[config.mk]
export PLATFORM = sky130hd
export DESIGN_NAME = alu_status_addr
export DESIGN_NICKNAME = d
export VERILOG_FILES = /design/src/alu_status_pkg.sv /design/src/alu_status_addr.sv
export VERILOG_INCLUDE_DIRS = /design/src /design/src/src
export SDC_FILE = /design/constraint.sdc
export NUM_CORES = 1
export LEC_CHECK = 0
export BUFFER_PORTS_ARGS = -buffer_cell sky130_fd_sc_hd__buf_2
export CAP_MARGIN = 40
export CORE_MARGIN = 2
export CORE_UTILIZATION = 24
export DETAILED_ROUTE_END_ITERATION = 10
export GPL_ROUTABILITY_DRIVEN = 1
export PLACE_DENSITY_LB_ADDON = 0.1
export SKIP_LAST_GASP = 1
export SLEW_MARGIN = 20
export SYNTH_ARGS = -nofsm -noshare
export SYNTH_HDL_FRONTEND = slang
export SYNTH_SLANG_ARGS = --single-unit
[constraint.sdc]
create_clock -name ref_clk_in -period 7.2 [get_ports ref_clk_in]
set_clock_uncertainty 0.15 [all_clocks]
set_input_delay 1.8 -clock ref_clk_in [delete_from_list [all_inputs] [get_ports ref_clk_in]]
set_output_delay 1.8 -clock ref_clk_in [all_outputs]
set_load 0.03 [all_outputs]
[src/alu_status_map.svh]
// register offsets, field positions, reset values and address limits of the status block
`ifndef ALU_STATUS_MAP_SVH
`define ALU_STATUS_MAP_SVH

// register port offsets (4-bit register index)
`define REG_STATUS 4'h0
`define REG_BANK 4'h1
`define REG_PTR0_LO 4'h2
`define REG_PTR0_HI 4'h3
`define REG_PTR1_LO 4'h4
`define REG_PTR1_HI 4'h5
`define REG_PTR2_LO 4'h6
`define REG_PTR2_HI 4'h7
`define REG_ACCUM 4'h8
`define REG_CONFIG 4'h9

// status register field positions
`define ST_UNIMPL 7
`define ST_TIMEOUT 6
`define ST_PWRDOWN 5
`define ST_NEG 4
`define ST_OVF 3
`define ST_ZERO 2
`define ST_NIB 1
`define ST_CARRY 0

// config register field position
`define CFG_EXT_EN 0

// reset values
`define RST_ARITH 5'h00
`define RST_CAUSE 2'h3
`define RST_BYTE 8'h00
`define RST_PTR 12'h000

// data address of the status register inside the data map
`define STATUS_FILE_ADDR 12'hff0
// access bank split and indexed literal offset ceiling
`define ACCESS_SPLIT 8'h60
`define LIT_OFS_LIMIT 8'h5f
`define ACCESS_HI_BANK 4'hf
`define ACCESS_LO_BANK 4'h0

`endif

[src/alu_status_pkg.sv]
// types shared by the status and data addressing block
package alu_status_pkg;

  // instruction classes presented to the block
  typedef enum logic [4:0] {
    op_nop = 5'h00,
    op_add_reg = 5'h01,
    op_add_lit = 5'h02,
    op_sub_reg = 5'h03,
    op_sub_lit = 5'h04,
    op_and = 5'h05,
    op_or = 5'h06,
    op_xor = 5'h07,
    op_clear = 5'h08,
    op_move_f = 5'h09,
    op_store_w = 5'h0a,
    op_move_full = 5'h0b,
    op_rot_right_c = 5'h0c,
    op_rot_left_c = 5'h0d,
    op_dec_adjust = 5'h0e,
    op_clear_watchdog = 5'h0f,
    op_halt = 5'h10,
    op_branch = 5'h11,
    op_move_lit = 5'h12
  } op_t;

  // indirect operand flavours
  typedef enum logic [2:0] {
    ind_plain = 3'h0,
    ind_post_inc = 3'h1,
    ind_post_dec = 3'h2,
    ind_pre_inc = 3'h3,
    ind_plus_w = 3'h4
  } ind_t;

endpackage

[src/alu_status_addr.sv]
// arithmetic status flags, reset-cause bits and data operand address formation
//
// Operation
// - status bit 7 has no storage and always reads zero.
// - timeout flag set at power-up, clear-watchdog, halt; cleared by watchdog time-out.
// - power-down flag set at power-up and clear-watchdog; cleared by halt.
// - negative flag copies the result's most significant bit.
// - overflow flag set when signed result flips the sign bit, else cleared.
// - zero flag set when result is zero, cleared otherwise.
// - nibble carry records carry out of bit 3 for add and subtract.
// - carry records carry out of bit 7 for add and subtract.
// - subtraction adds the two's complement, so carries act as inverted borrows.
// - rotate through carry loads carry with the bit shifted out.
// - direct address uses bank value when access bit set, else access bank.
// - full-address move ignores the bank select value.
// - destination bit one writes the register, zero writes the accumulator.
// - instructions without destination bit use their fixed implicit target.
// - call and jump present a twenty-bit program address as target.
// - indexed literal offset mode exists only with extended set enabled.
// - indirect access uses pointers with increment, decrement or offset.
// - inherent instructions act globally or on one implicit register.
// - flag-affecting result aimed at status is dropped; flags update instead.
// - pointers hold twelve bits; upper four bits of high byte read zero.
// - post-increment uses the pointed location, then adds one to the pointer.
// - extended mode, access bit zero, address up to limit: offset plus third pointer.
`include "alu_status_map.svh"

module alu_status_addr #(
  parameter int ADDR_W = 12,
  parameter int PC_W = 20
) (
  input wire logic ref_clk_in, // 20 MHz core clock
  input wire logic sys_rst_in, // synchronous reset, power-up
  input wire logic [3:0] reg_addr_in, // register index
  input wire logic [7:0] reg_wdata_in, // register write data
  input wire logic reg_wr_in, // register write strobe
  input wire logic reg_rd_in, // register read strobe
  output logic [7:0] reg_rdata_out, // read data, cycle after strobe
  input wire logic op_valid_in, // execute one instruction
  input wire alu_status_pkg::op_t op_code_in, // instruction class
  input wire logic [7:0] file_addr_in, // eight-bit file address
  input wire logic access_sel_in, // 1: bank select, 0: access bank
  input wire logic dest_sel_in, // 1: register, 0: accumulator
  input wire logic indirect_in, // operand is an indirect operand
  input wire logic [1:0] ptr_sel_in, // pointer number 0..2
  input wire alu_status_pkg::ind_t ind_kind_in, // indirect operand flavour
  input wire logic [ADDR_W-1:0] full_addr_in, // full destination address
  input wire logic [7:0] operand_in, // file data or literal
  input wire logic [PC_W-1:0] target_in, // program address of a branch
  input wire logic wdt_timeout_in, // watchdog time-out pulse
  output logic [ADDR_W-1:0] mem_addr_out, // data write address
  output logic [7:0] mem_wdata_out, // data write value
  output logic mem_we_out, // data write pulse
  output logic [PC_W-1:0] branch_target_out, // branch target
  output logic branch_out, // branch pulse
  output logic wdt_clear_out, // watchdog restart pulse
  output logic halt_out // halt request pulse
);

  // ----------------------------------------
  // elaboration checks
  // ----------------------------------------
  if (ADDR_W != 12) begin : g_chk_addr
    $error("ADDR_W must be 12");
  end
  if (PC_W != 20) begin : g_chk_pc
    $error("PC_W must be 20");
  end

  // ----------------------------------------
  // state
  // ----------------------------------------
  logic flag_n;
  logic flag_ov;
  logic flag_z;
  logic flag_dc;
  logic flag_c;
  logic timeout_flag;
  logic powerdown_flag;
  logic [3:0] bank_select_value;
  logic [ADDR_W-1:0] ptr0;
  logic [ADDR_W-1:0] ptr1;
  logic [ADDR_W-1:0] ptr2;
  logic [7:0] accum;
  logic extended_set_enable;

  logic exec;
  alu_status_pkg::op_t op;
  assign exec = op_valid_in;
  assign op = op_code_in;

  // ----------------------------------------
  // operand address formation
  // ----------------------------------------
  logic [ADDR_W-1:0] ptr_cur;
  logic [ADDR_W-1:0] ind_ea;
  logic [ADDR_W-1:0] ptr_next;
  logic ptr_changes;
  logic [ADDR_W-1:0] ea;
  logic lit_ofs_mode;

  always_comb begin
    case (ptr_sel_in)
      2'd0: ptr_cur = ptr0;
      2'd1: ptr_cur = ptr1;
      default: ptr_cur = ptr2;
    endcase
  end

  always_comb begin
    ind_ea = ptr_cur;
    ptr_next = ptr_cur;
    ptr_changes = 1'b0;
    case (ind_kind_in)
      alu_status_pkg::ind_post_inc: begin
        ptr_next = ptr_cur + 12'h001;
        ptr_changes = 1'b1;
      end
      alu_status_pkg::ind_post_dec: begin
        ptr_next = ptr_cur - 12'h001;
        ptr_changes = 1'b1;
      end
      alu_status_pkg::ind_pre_inc: begin
        ind_ea = ptr_cur + 12'h001;
        ptr_next = ind_ea;
        ptr_changes = 1'b1;
      end
      alu_status_pkg::ind_plus_w: begin
        ind_ea = ptr_cur + {{4{accum[7]}}, accum};
      end
      default: begin
        ind_ea = ptr_cur;
      end
    endcase
  end

  // indexed literal offset only with the extended set switched on
  assign lit_ofs_mode = extended_set_enable && !access_sel_in &&
                        (file_addr_in <= `LIT_OFS_LIMIT);

  always_comb begin
    if (op == alu_status_pkg::op_move_full) begin
      ea = full_addr_in;
    end else if (indirect_in) begin
      ea = ind_ea;
    end else if (lit_ofs_mode) begin
      ea = ptr2 + {4'h0, file_addr_in};
    end else if (access_sel_in) begin
      ea = {bank_select_value, file_addr_in};
    end else if (file_addr_in < `ACCESS_SPLIT) begin
      ea = {`ACCESS_LO_BANK, file_addr_in};
    end else begin
      ea = {`ACCESS_HI_BANK, file_addr_in};
    end
  end

  // ----------------------------------------
  // arithmetic and logic unit
  // ----------------------------------------
  logic [7:0] add_b;
  logic add_cin;
  logic [7:0] add_a;
  logic [8:0] sum9;
  logic [4:0] sum5;
  logic [7:0] res;
  logic res_c;
  logic upd_c;
  logic upd_dc;
  logic upd_ov;
  logic upd_zn;
  logic to_mem;
  logic to_acc;
  logic [8:0] daw_lo;
  logic [8:0] daw_hi;

  always_comb begin
    add_a = operand_in;
    add_b = accum;
    add_cin = 1'b0;
    if (op == alu_status_pkg::op_sub_reg || op == alu_status_pkg::op_sub_lit) begin
      add_b = ~accum;
      add_cin = 1'b1;
    end
    sum9 = {1'b0, add_a} + {1'b0, add_b} + {8'h00, add_cin};
    sum5 = {1'b0, add_a[3:0]} + {1'b0, add_b[3:0]} + {4'h0, add_cin};
  end

  // decimal adjust of the accumulator
  always_comb begin
    daw_lo = {1'b0, accum};
    if (accum[3:0] > 4'h9 || flag_dc) begin
      daw_lo = {1'b0, accum} + 9'h006;
    end
    daw_hi = daw_lo;
    if (daw_lo[7:4] > 4'h9 || flag_c || daw_lo[8]) begin
      daw_hi = daw_lo + 9'h060;
    end
  end

  always_comb begin
    res = operand_in;
    res_c = flag_c;
    upd_c = 1'b0;
    upd_dc = 1'b0;
    upd_ov = 1'b0;
    upd_zn = 1'b0;
    to_mem = 1'b0;
    to_acc = 1'b0;
    case (op)
      alu_status_pkg::op_add_reg, alu_status_pkg::op_sub_reg: begin
        res = sum9[7:0];
        res_c = sum9[8];
        {upd_c, upd_dc, upd_ov, upd_zn} = 4'hf;
        to_mem = dest_sel_in;
        to_acc = !dest_sel_in;
      end
      alu_status_pkg::op_add_lit, alu_status_pkg::op_sub_lit: begin
        res = sum9[7:0];
        res_c = sum9[8];
        {upd_c, upd_dc, upd_ov, upd_zn} = 4'hf;
        to_acc = 1'b1;
      end
      alu_status_pkg::op_and: begin
        res = operand_in & accum;
        upd_zn = 1'b1;
        to_mem = dest_sel_in;
        to_acc = !dest_sel_in;
      end
      alu_status_pkg::op_or: begin
        res = operand_in | accum;
        upd_zn = 1'b1;
        to_mem = dest_sel_in;
        to_acc = !dest_sel_in;
      end
      alu_status_pkg::op_xor: begin
        res = operand_in ^ accum;
        upd_zn = 1'b1;
        to_mem = dest_sel_in;
        to_acc = !dest_sel_in;
      end
      alu_status_pkg::op_move_f: begin
        res = operand_in;
        upd_zn = 1'b1;
        to_mem = dest_sel_in;
        to_acc = !dest_sel_in;
      end
      alu_status_pkg::op_rot_right_c: begin
        res = {flag_c, operand_in[7:1]};
        res_c = operand_in[0];
        upd_c = 1'b1;
        upd_zn = 1'b1;
        to_mem = dest_sel_in;
        to_acc = !dest_sel_in;
      end
      alu_status_pkg::op_rot_left_c: begin
        res = {operand_in[6:0], flag_c};
        res_c = operand_in[7];
        upd_c = 1'b1;
        upd_zn = 1'b1;
        to_mem = dest_sel_in;
        to_acc = !dest_sel_in;
      end
      alu_status_pkg::op_clear: begin
        res = 8'h00;
        to_mem = 1'b1;
      end
      alu_status_pkg::op_store_w: begin
        res = accum;
        to_mem = 1'b1;
      end
      alu_status_pkg::op_move_full: begin
        res = operand_in;
        to_mem = 1'b1;
      end
      alu_status_pkg::op_move_lit: begin
        res = operand_in;
        to_acc = 1'b1;
      end
      alu_status_pkg::op_dec_adjust: begin
        res = daw_hi[7:0];
        res_c = daw_hi[8] | flag_c;
        upd_c = 1'b1;
        to_acc = 1'b1;
      end
      default: begin
        res = operand_in;
      end
    endcase
  end

  // only the zero flag moves on a register clear
  logic upd_z_only;
  logic flag_op;
  logic hits_status;
  logic mem_write;
  logic status_store;
  assign upd_z_only = (op == alu_status_pkg::op_clear);
  assign flag_op = upd_c | upd_dc | upd_ov | upd_zn | upd_z_only;
  assign hits_status = (ea == `STATUS_FILE_ADDR);
  assign mem_write = exec && to_mem && !hits_status;
  assign status_store = exec && to_mem && hits_status && !flag_op;

  // ----------------------------------------
  // arithmetic flags
  // ----------------------------------------
  logic bus_status_wr;
  assign bus_status_wr = reg_wr_in && (reg_addr_in == `REG_STATUS);

  always_ff @(posedge ref_clk_in) begin
    if (sys_rst_in) begin
      {flag_n, flag_ov, flag_z, flag_dc, flag_c} <= `RST_ARITH;
    end else if (exec && flag_op) begin
      if (upd_zn) begin
        flag_n <= res[7];
      end
      if (upd_zn || upd_z_only) begin
        flag_z <= (res == 8'h00);
      end
      if (upd_ov) begin
        flag_ov <= (add_a[7] == add_b[7]) && (sum9[7] != add_a[7]);
      end
      if (upd_dc) begin
        flag_dc <= sum5[4];
      end
      if (upd_c) begin
        flag_c <= res_c;
      end
    end else if (status_store) begin
      flag_n <= res[`ST_NEG];
      flag_ov <= res[`ST_OVF];
      flag_z <= res[`ST_ZERO];
      flag_dc <= res[`ST_NIB];
      flag_c <= res[`ST_CARRY];
    end else if (bus_status_wr) begin
      flag_n <= reg_wdata_in[`ST_NEG];
      flag_ov <= reg_wdata_in[`ST_OVF];
      flag_z <= reg_wdata_in[`ST_ZERO];
      flag_dc <= reg_wdata_in[`ST_NIB];
      flag_c <= reg_wdata_in[`ST_CARRY];
    end
  end

  // ----------------------------------------
  // reset-cause flags and inherent controls
  // ----------------------------------------
  logic is_clear_watchdog_instruction;
  logic is_halt;
  assign is_clear_watchdog_instruction = exec && (op == alu_status_pkg::op_clear_watchdog);
  assign is_halt = exec && (op == alu_status_pkg::op_halt);

  always_ff @(posedge ref_clk_in) begin
    if (sys_rst_in) begin
      {timeout_flag, powerdown_flag} <= `RST_CAUSE;
    end else begin
      if (wdt_timeout_in) begin
        timeout_flag <= 1'b0;
      end else if (is_clear_watchdog_instruction || is_halt) begin
        timeout_flag <= 1'b1;
      end
      if (is_clear_watchdog_instruction) begin
        powerdown_flag <= 1'b1;
      end else if (is_halt) begin
        powerdown_flag <= 1'b0;
      end
    end
  end

  always_ff @(posedge ref_clk_in) begin
    if (sys_rst_in) begin
      wdt_clear_out <= 1'b0;
      halt_out <= 1'b0;
    end else begin
      wdt_clear_out <= is_clear_watchdog_instruction;
      halt_out <= is_halt;
    end
  end

  // ----------------------------------------
  // accumulator, bank select and config
  // ----------------------------------------
  always_ff @(posedge ref_clk_in) begin
    if (sys_rst_in) begin
      accum <= `RST_BYTE;
    end else if (exec && to_acc) begin
      accum <= res;
    end else if (reg_wr_in && reg_addr_in == `REG_ACCUM) begin
      accum <= reg_wdata_in;
    end
  end

  always_ff @(posedge ref_clk_in) begin
    if (sys_rst_in) begin
      bank_select_value <= 4'h0;
      extended_set_enable <= 1'b0;
    end else if (reg_wr_in) begin
      if (reg_addr_in == `REG_BANK) begin
        bank_select_value <= reg_wdata_in[3:0];
      end
      if (reg_addr_in == `REG_CONFIG) begin
        extended_set_enable <= reg_wdata_in[`CFG_EXT_EN];
      end
    end
  end

  // ----------------------------------------
  // pointer registers
  // ----------------------------------------
  logic ptr_step;
  assign ptr_step = exec && indirect_in && ptr_changes &&
                    (op != alu_status_pkg::op_move_full);

  always_ff @(posedge ref_clk_in) begin
    if (sys_rst_in) begin
      ptr0 <= `RST_PTR;
      ptr1 <= `RST_PTR;
      ptr2 <= `RST_PTR;
    end else if (ptr_step) begin
      case (ptr_sel_in)
        2'd0: ptr0 <= ptr_next;
        2'd1: ptr1 <= ptr_next;
        default: ptr2 <= ptr_next;
      endcase
    end else if (reg_wr_in) begin
      case (reg_addr_in)
        `REG_PTR0_LO: ptr0[7:0] <= reg_wdata_in;
        `REG_PTR0_HI: ptr0[11:8] <= reg_wdata_in[3:0];
        `REG_PTR1_LO: ptr1[7:0] <= reg_wdata_in;
        `REG_PTR1_HI: ptr1[11:8] <= reg_wdata_in[3:0];
        `REG_PTR2_LO: ptr2[7:0] <= reg_wdata_in;
        `REG_PTR2_HI: ptr2[11:8] <= reg_wdata_in[3:0];
        default: ptr0 <= ptr0;
      endcase
    end
  end

  // ----------------------------------------
  // data write and branch outputs
  // ----------------------------------------
  always_ff @(posedge ref_clk_in) begin
    if (sys_rst_in) begin
      mem_addr_out <= `RST_PTR;
      mem_wdata_out <= `RST_BYTE;
      mem_we_out <= 1'b0;
    end else begin
      mem_we_out <= mem_write;
      if (mem_write) begin
        mem_addr_out <= ea;
        mem_wdata_out <= res;
      end
    end
  end

  always_ff @(posedge ref_clk_in) begin
    if (sys_rst_in) begin
      branch_target_out <= '0;
      branch_out <= 1'b0;
    end else begin
      branch_out <= exec && (op == alu_status_pkg::op_branch);
      if (exec && op == alu_status_pkg::op_branch) begin
        branch_target_out <= target_in;
      end
    end
  end

  // ----------------------------------------
  // register read port
  // ----------------------------------------
  logic [7:0] status_view;
  assign status_view = {1'b0, timeout_flag, powerdown_flag,
                        flag_n, flag_ov, flag_z, flag_dc, flag_c};

  always_ff @(posedge ref_clk_in) begin
    if (sys_rst_in) begin
      reg_rdata_out <= `RST_BYTE;
    end else if (reg_rd_in) begin
      case (reg_addr_in)
        `REG_STATUS: reg_rdata_out <= status_view;
        `REG_BANK: reg_rdata_out <= {4'h0, bank_select_value};
        `REG_PTR0_LO: reg_rdata_out <= ptr0[7:0];
        `REG_PTR0_HI: reg_rdata_out <= {4'h0, ptr0[11:8]};
        `REG_PTR1_LO: reg_rdata_out <= ptr1[7:0];
        `REG_PTR1_HI: reg_rdata_out <= {4'h0, ptr1[11:8]};
        `REG_PTR2_LO: reg_rdata_out <= ptr2[7:0];
        `REG_PTR2_HI: reg_rdata_out <= {4'h0, ptr2[11:8]};
        `REG_ACCUM: reg_rdata_out <= accum;
        `REG_CONFIG: reg_rdata_out <= {7'h00, extended_set_enable};
        default: reg_rdata_out <= 8'h00;
      endcase
    end else begin
      reg_rdata_out <= 8'h00;
    end
  end

endmodule

Word level (Yosys, flattened, before mapping)

Index checks and enable logic that the tools add are counted.

Flip-flop bits (word level): 108
Logic and storage cells: 215
Output and inout bits: 52

Equality and inequality tests: 44
Add/subtract/negate cells: 10
Bitwise gates (word level): 10
Muxes and demuxes: 60
Order comparisons: 4
Reductions and logical operators: 63

Operators by type and width:

| operator                | number |
|---|---|
| $mux W12                | 14 |
| $pmux W8 S10            | 1 |
| $pmux W12 S2            | 3 |
| $pmux W8 S9             | 1 |
| $mux W8                 | 6 |
| $eq A5 B4 Y1 const B    | 8 |
| $mux W1                 | 27 |
| $reduce_and A3 Y1       | 7 |
| $eq A5 B3 Y1 const B    | 4 |
| $mux W9                 | 2 |
| $reduce_bool A2 Y1      | 9 |
| $logic_and A1 B1 Y1     | 17 |
| $eq A4 B3 Y1 const B    | 4 |
| $eq A5 B5 Y1 const B    | 3 |
| $add A12 B1 Y12 const B | 1 |
| $add A12 B12 Y12        | 1 |
| $add A12 B8 Y12         | 1 |
| $eq A12 B12 Y1 const B  | 1 |
| $mux W4                 | 3 |
| $sub A12 B1 Y12 const B | 1 |
| $eq A5 B2 Y1 const B    | 2 |
| $reduce_and A2 Y1       | 5 |
| $reduce_or A10 Y1       | 1 |
| $add A8 B3 Y9 const B   | 1 |
| 41 further kinds        | 68 |

Longest topological paths before layout

Depth in word-level cells: 11
Mapped depth: 20
Mapped depth without buffers: 16

Worst setup path after synthesis

Ideal clock, no wire load.

Path kind: input to register
From: in ptr_sel_in[0]
To: reg mem_addr_out[7]
Setup slack: 1.592 ns
Arrival time: 5.331 ns
Data required time: 6.922 ns
Stages: 18
Buffers on the path: 3
Cell sequence: buf_6 > mux2_2 > o21ai_2 > inv_2 > ha_1 > and3b_1 > a2111o_1 > a41oi_1 > xnor2_1 > a21oi_1 > a211oi_1 > and4b_1 > nand3_1 > and2_1 > buf_2 > buf_4 > a31oi_1 > nor2_1

Cells in the longest elaborated chain, start to end: 9
Elaborated cells on any way between the ends: 11

Ends and longest elaborated chain:

| item                                                       | line                                           | source |
|---|---|---|
| start: declaration                                         | alu_status_addr.sv:45                          | `input wire logic [1:0] ptr_sel_in,` |
| $eq A2 B1 Y1 / $logic_not A2 Y1 (equally long branches)    | alu_status_addr.sv:103                         | `case (ptr_sel_in)` |
| $pmux W12 S2 (*)                                           | alu_status_addr.sv:103                         |  |
| $add A12 B12 Y12 / $add A12 B1 Y12 (equally long branches) | alu_status_addr.sv:129, alu_status_addr.sv:124 |  |
| $pmux W12 S2 (*)                                           | alu_status_addr.sv:114                         | `case (ind_kind_in)` |
| $mux W12 (*)                                               | alu_status_addr.sv:144                         | `end else if (indirect_in) begin` |
| $mux W12 (*)                                               | alu_status_addr.sv:142                         | `if (op == alu_status_pkg::op_move_full) begin` |
| $eq A12 B12 Y1 (no line)                                   | -                                              |  |
| $logic_not A1 Y1                                           | alu_status_addr.sv:300                         | `assign mem_write = exec && to_mem && !hits_status;` |
| $logic_and A1 B1 Y1                                        | alu_status_addr.sv:300                         |  |
| end signal: assignment                                     | alu_status_addr.sv:441                         | `` mem_addr_out <= `RST_PTR; `` |
| end: declaration                                           | alu_status_addr.sv:51                          | `output logic [ADDR_W-1:0] mem_addr_out,` |

Mark *: on every way between the ends. The rest lies on a longest branch, timed or not.
A chain may end at the register's enable or synchronous reset.

Final worst setup path

From: in ptr_sel_in[0]
To: reg flag_c

Cells in the longest elaborated chain, start to end: 11
Elaborated cells on any way between the ends: 15

Ends and longest elaborated chain:

| item                                                           | line                                           | source |
|---|---|---|
| $eq A2 B1 Y1 / $logic_not A2 Y1 (equally long branches)        | alu_status_addr.sv:103                         |  |
| $pmux W12 S2 (*)                                               | alu_status_addr.sv:103                         |  |
| $add A12 B12 Y12 / $add A12 B1 Y12 (equally long branches)     | alu_status_addr.sv:129, alu_status_addr.sv:124 |  |
| $pmux W12 S2 (*)                                               | alu_status_addr.sv:114                         |  |
| $mux W12 (*)                                                   | alu_status_addr.sv:144                         |  |
| $mux W12 (*)                                                   | alu_status_addr.sv:142                         |  |
| $eq A12 B12 Y1 (no line) (*)                                   | -                                              |  |
| $logic_and A1 B1 Y1 (*) (2 in series)                          | alu_status_addr.sv:301                         | `assign status_store = exec && to_mem && hits_status && !flag_op;` |
| $reduce_bool A3 Y1 (no line) / $mux W1 (equally long branches) | -                                              |  |
| $reduce_and A3 Y1 (no line) / $mux W1 (equally long branches)  | -                                              |  |
| end signal: assignment                                         | alu_status_addr.sv:311                         | `` {flag_n, flag_ov, flag_z, flag_dc, flag_c} <= `RST_ARITH; `` |
| end signal: assignment                                         | alu_status_addr.sv:326                         | `flag_c <= res_c;` |
| end signal: assignment                                         | alu_status_addr.sv:333                         | `` flag_c <= res[`ST_CARRY]; `` |
| end: declaration                                               | alu_status_addr.sv:77                          | `logic flag_c;` |

Marks and branches as above.

==> impl_metrics.toml <==
[global_routing]
antenna_found_initial = 1
grt_max_degree = 60
grt_pass1_vias = 8853
grt_pass1_wl_um = 57500
gr-total-overflow = 0
grt_usage = 0.200

[timing]
worst_slack_ns = 1.02
fin_tns_setup_ns = 0
timing.final.crit_share = 0.858
setup_viol = 0
slew_viol_final = 0
finalCriticalPeriod_ns = 6.18
hold_viol = 0
worst_pin_slew_ns = 0.836
fmax_mhz = 162
rsz0062_at_grt = "false"
max-slew-margin-rel = 0.439

[route]
antenna_left = 0
wl_um = 38400
drc = 0
wl_per_cell_um = 22.2
firstDrtPassIters = 8
drtIter0Drc = 731
viasPerCell = 5.36
vias = 9265

[floorplanning]
fp.dieH_um = 195
die-width_um = 195
rows = 70
die_area_um2 = 38100
initial_core_util = 0.241
ios = 131
core_um2 = 36300

[clock_tree]
path_clk_slew_ns = 0.08
postCtsSetupRepairBufs = 0
cts_root_buf = "clkbuf_16"
cts_tree = "done"
cts-buffers-inserted = 9
cts_sinks = 108
clkLatencyLatePin_ns = 0.37
htreeDepth = 3
cts_hold_buf = 0
cts_resized = 0
cts.path.max_buffers = 2

[setup_path]
worstSetupEndpointType = "register"
crit_type = "in -> reg"
cp.required_ns = 7.32
worst_setup_path_start_kind = "input port"
critPathMaxFanout = 15
worst_r2r_path_depth = 15
crit_arrival_ns = 6.30

[power_and_ir_drop]
irDropWorstVdd_uv = 112
p_switching_mw = 0.551
combinationalPowerShare = 0.259
seqPwrFrac = 0.417
clkPwrFrac = 0.324
internal_power_mw = 0.994
p_per_area_nw_per_um2 = 152
p_leak_nw = 4.03
power_mw = 1.55
switching_share = 0.357

[finish]
multiInputGateArea_um2 = 6170
n_fill_cell = 4003
mostFrequentLayoutCell = "nor2_1"
nets = 1382
layout_common_cells = "nor2_1, buf_2, nand2_1"
register_area_um2 = 2160
drive_gt1_frac = 0.154
final_util = 0.280
syn_to_final_growth_pct = 15.9
final_area_um2 = 10200

[yosys]
avgSynthCellArea_um2 = 7.58
synth_nets = 1287
async_reset_ff_frac = 0
synth_top_area_frac = 0.246
synth_edf_count = 0
synth_area_leaders = "dfxtp_1, mux2i_1, ha_1, nor2_1, nand2_1"
ys_seq_elements = 108
yosysSeqAreaShare = 0.246
syn_area_um2 = 8770
synth_top_cell_by_area = "dfxtp_1"
synth-main-ff-cell = "dfxtp_1"
synth_cell_types = 80
ys_warn_count = 0
synth_cells = 1158

[outcome]
outcome = "complete, no violations"

[flow_run]
maxCapViolations = 0

[worst_hold_path]
min_delay_path_depth = 2
hold_class = "reg -> reg"

[placement]
portBuffers = 130
dp_slack_ns = 0.659
dp_hpwl_um = 30100
gp_congestion = 0.905
dpl_cell_area_um2 = 9860
## metal layers
layer	vias to the layer above	GRT usage	routed length (um)	share of wire
met5	-	0	0	0
met4	0	0.0614	925	0.024
met3	47	0.0344	1880	0.049
met2	281	0.323	17700	0.46
met1	4471	0.270	17800	0.46
li1	4466	-	-	-
## per-stage QoR
stage	hold WS [ns]	cells
floorplan	0.286	1158
global placement	0.290	1701
detailed placement	0.297	1709
CTS	0.310	1725
global route	0.325	1726
finish	0.305	1728
## cells in the mapped netlist, drive strengths merged (14+ instances only)
cell type	number
a211oi	18
a21oi	87
a221oi	14
a22oi	29
a311oi	16
clkbuf	57
dfxtp	108
ha	47
inv	40
mux2i	73
nand2	126
nand2b	15
nand3	37
nor2	146
nor3	38
o21a	16
o21ai	47
xnor2	29
## path summary, 6_finish.rpt
path	startpoint	to	slack (ns)
worst max-delay path	ptr_sel_in[0]	flag_c	1.02
worst min-delay path	branch_target_out[11]	branch_target_out[11]	0.31
worst max register to register	ptr0[2]	flag_c	2.58
worst min register to register	branch_target_out[11]	branch_target_out[11]	0.31
## critical path, cell delays in order
cell	delay, ns
buf_2	0.38
mux2_2	0.41
o21ai_2	0.32
inv_2	0.17
ha_1	0.37
and3b_1	0.22
a2111o_1	0.39
a41oi_1	0.27
xnor2_1	0.14
a21oi_1	0.09
a211oi_1	0.56
and4b_1	0.31
nand4_2	0.26
a21oi_1	0.23
nor2_1	0.06
a2111oi_1	0.29
## final cells by class
type / count / share of cell area
clock buffers: 10 / 0.0225
multi-input cells: 942 / 0.606
diodes: 2 / 0.000492
well taps: 468 / 0.0576
clock inverters: 6 / 0.00554
inverters: 40 / 0.0148
repair buffers: 152 / 0.0800
flip-flops and latches: 108 / 0.213
## flip-flops by register name, indices dropped and copies added (netlist names), 4 cells and up
name               flops
ptr1                  12
bank_select_value      4
accum                  8
ptr2                  12
branch_target_out     20
mem_addr_out          12
reg_rdata_out          8
mem_wdata_out          8
ptr0                  12
## logic make-up after synthesis
family,count (synthesis),synth area share
compound gates,321,0.251
simple gates,456,0.251
xor+xnor,38,0.0379
fa+ha+maj,50,0.0739
flops,108,0.246
mux,77,0.0884
buf+inv,108,0.0513
## power groups by stage
stage / clock network [mW] / registers [mW] / logic, mW
global placement: 0 / 0.659 / 0.395
detailed placement: 0 / 0.658 / 0.397
CTS: 0.517 / 0.644 / 0.399
global route: 0.536 / 0.646 / 0.438
floorplan: 0 / 0.650 / 0.251
finish: 0.501 / 0.644 / 0.400
Power figures use the tool's default switching activity.
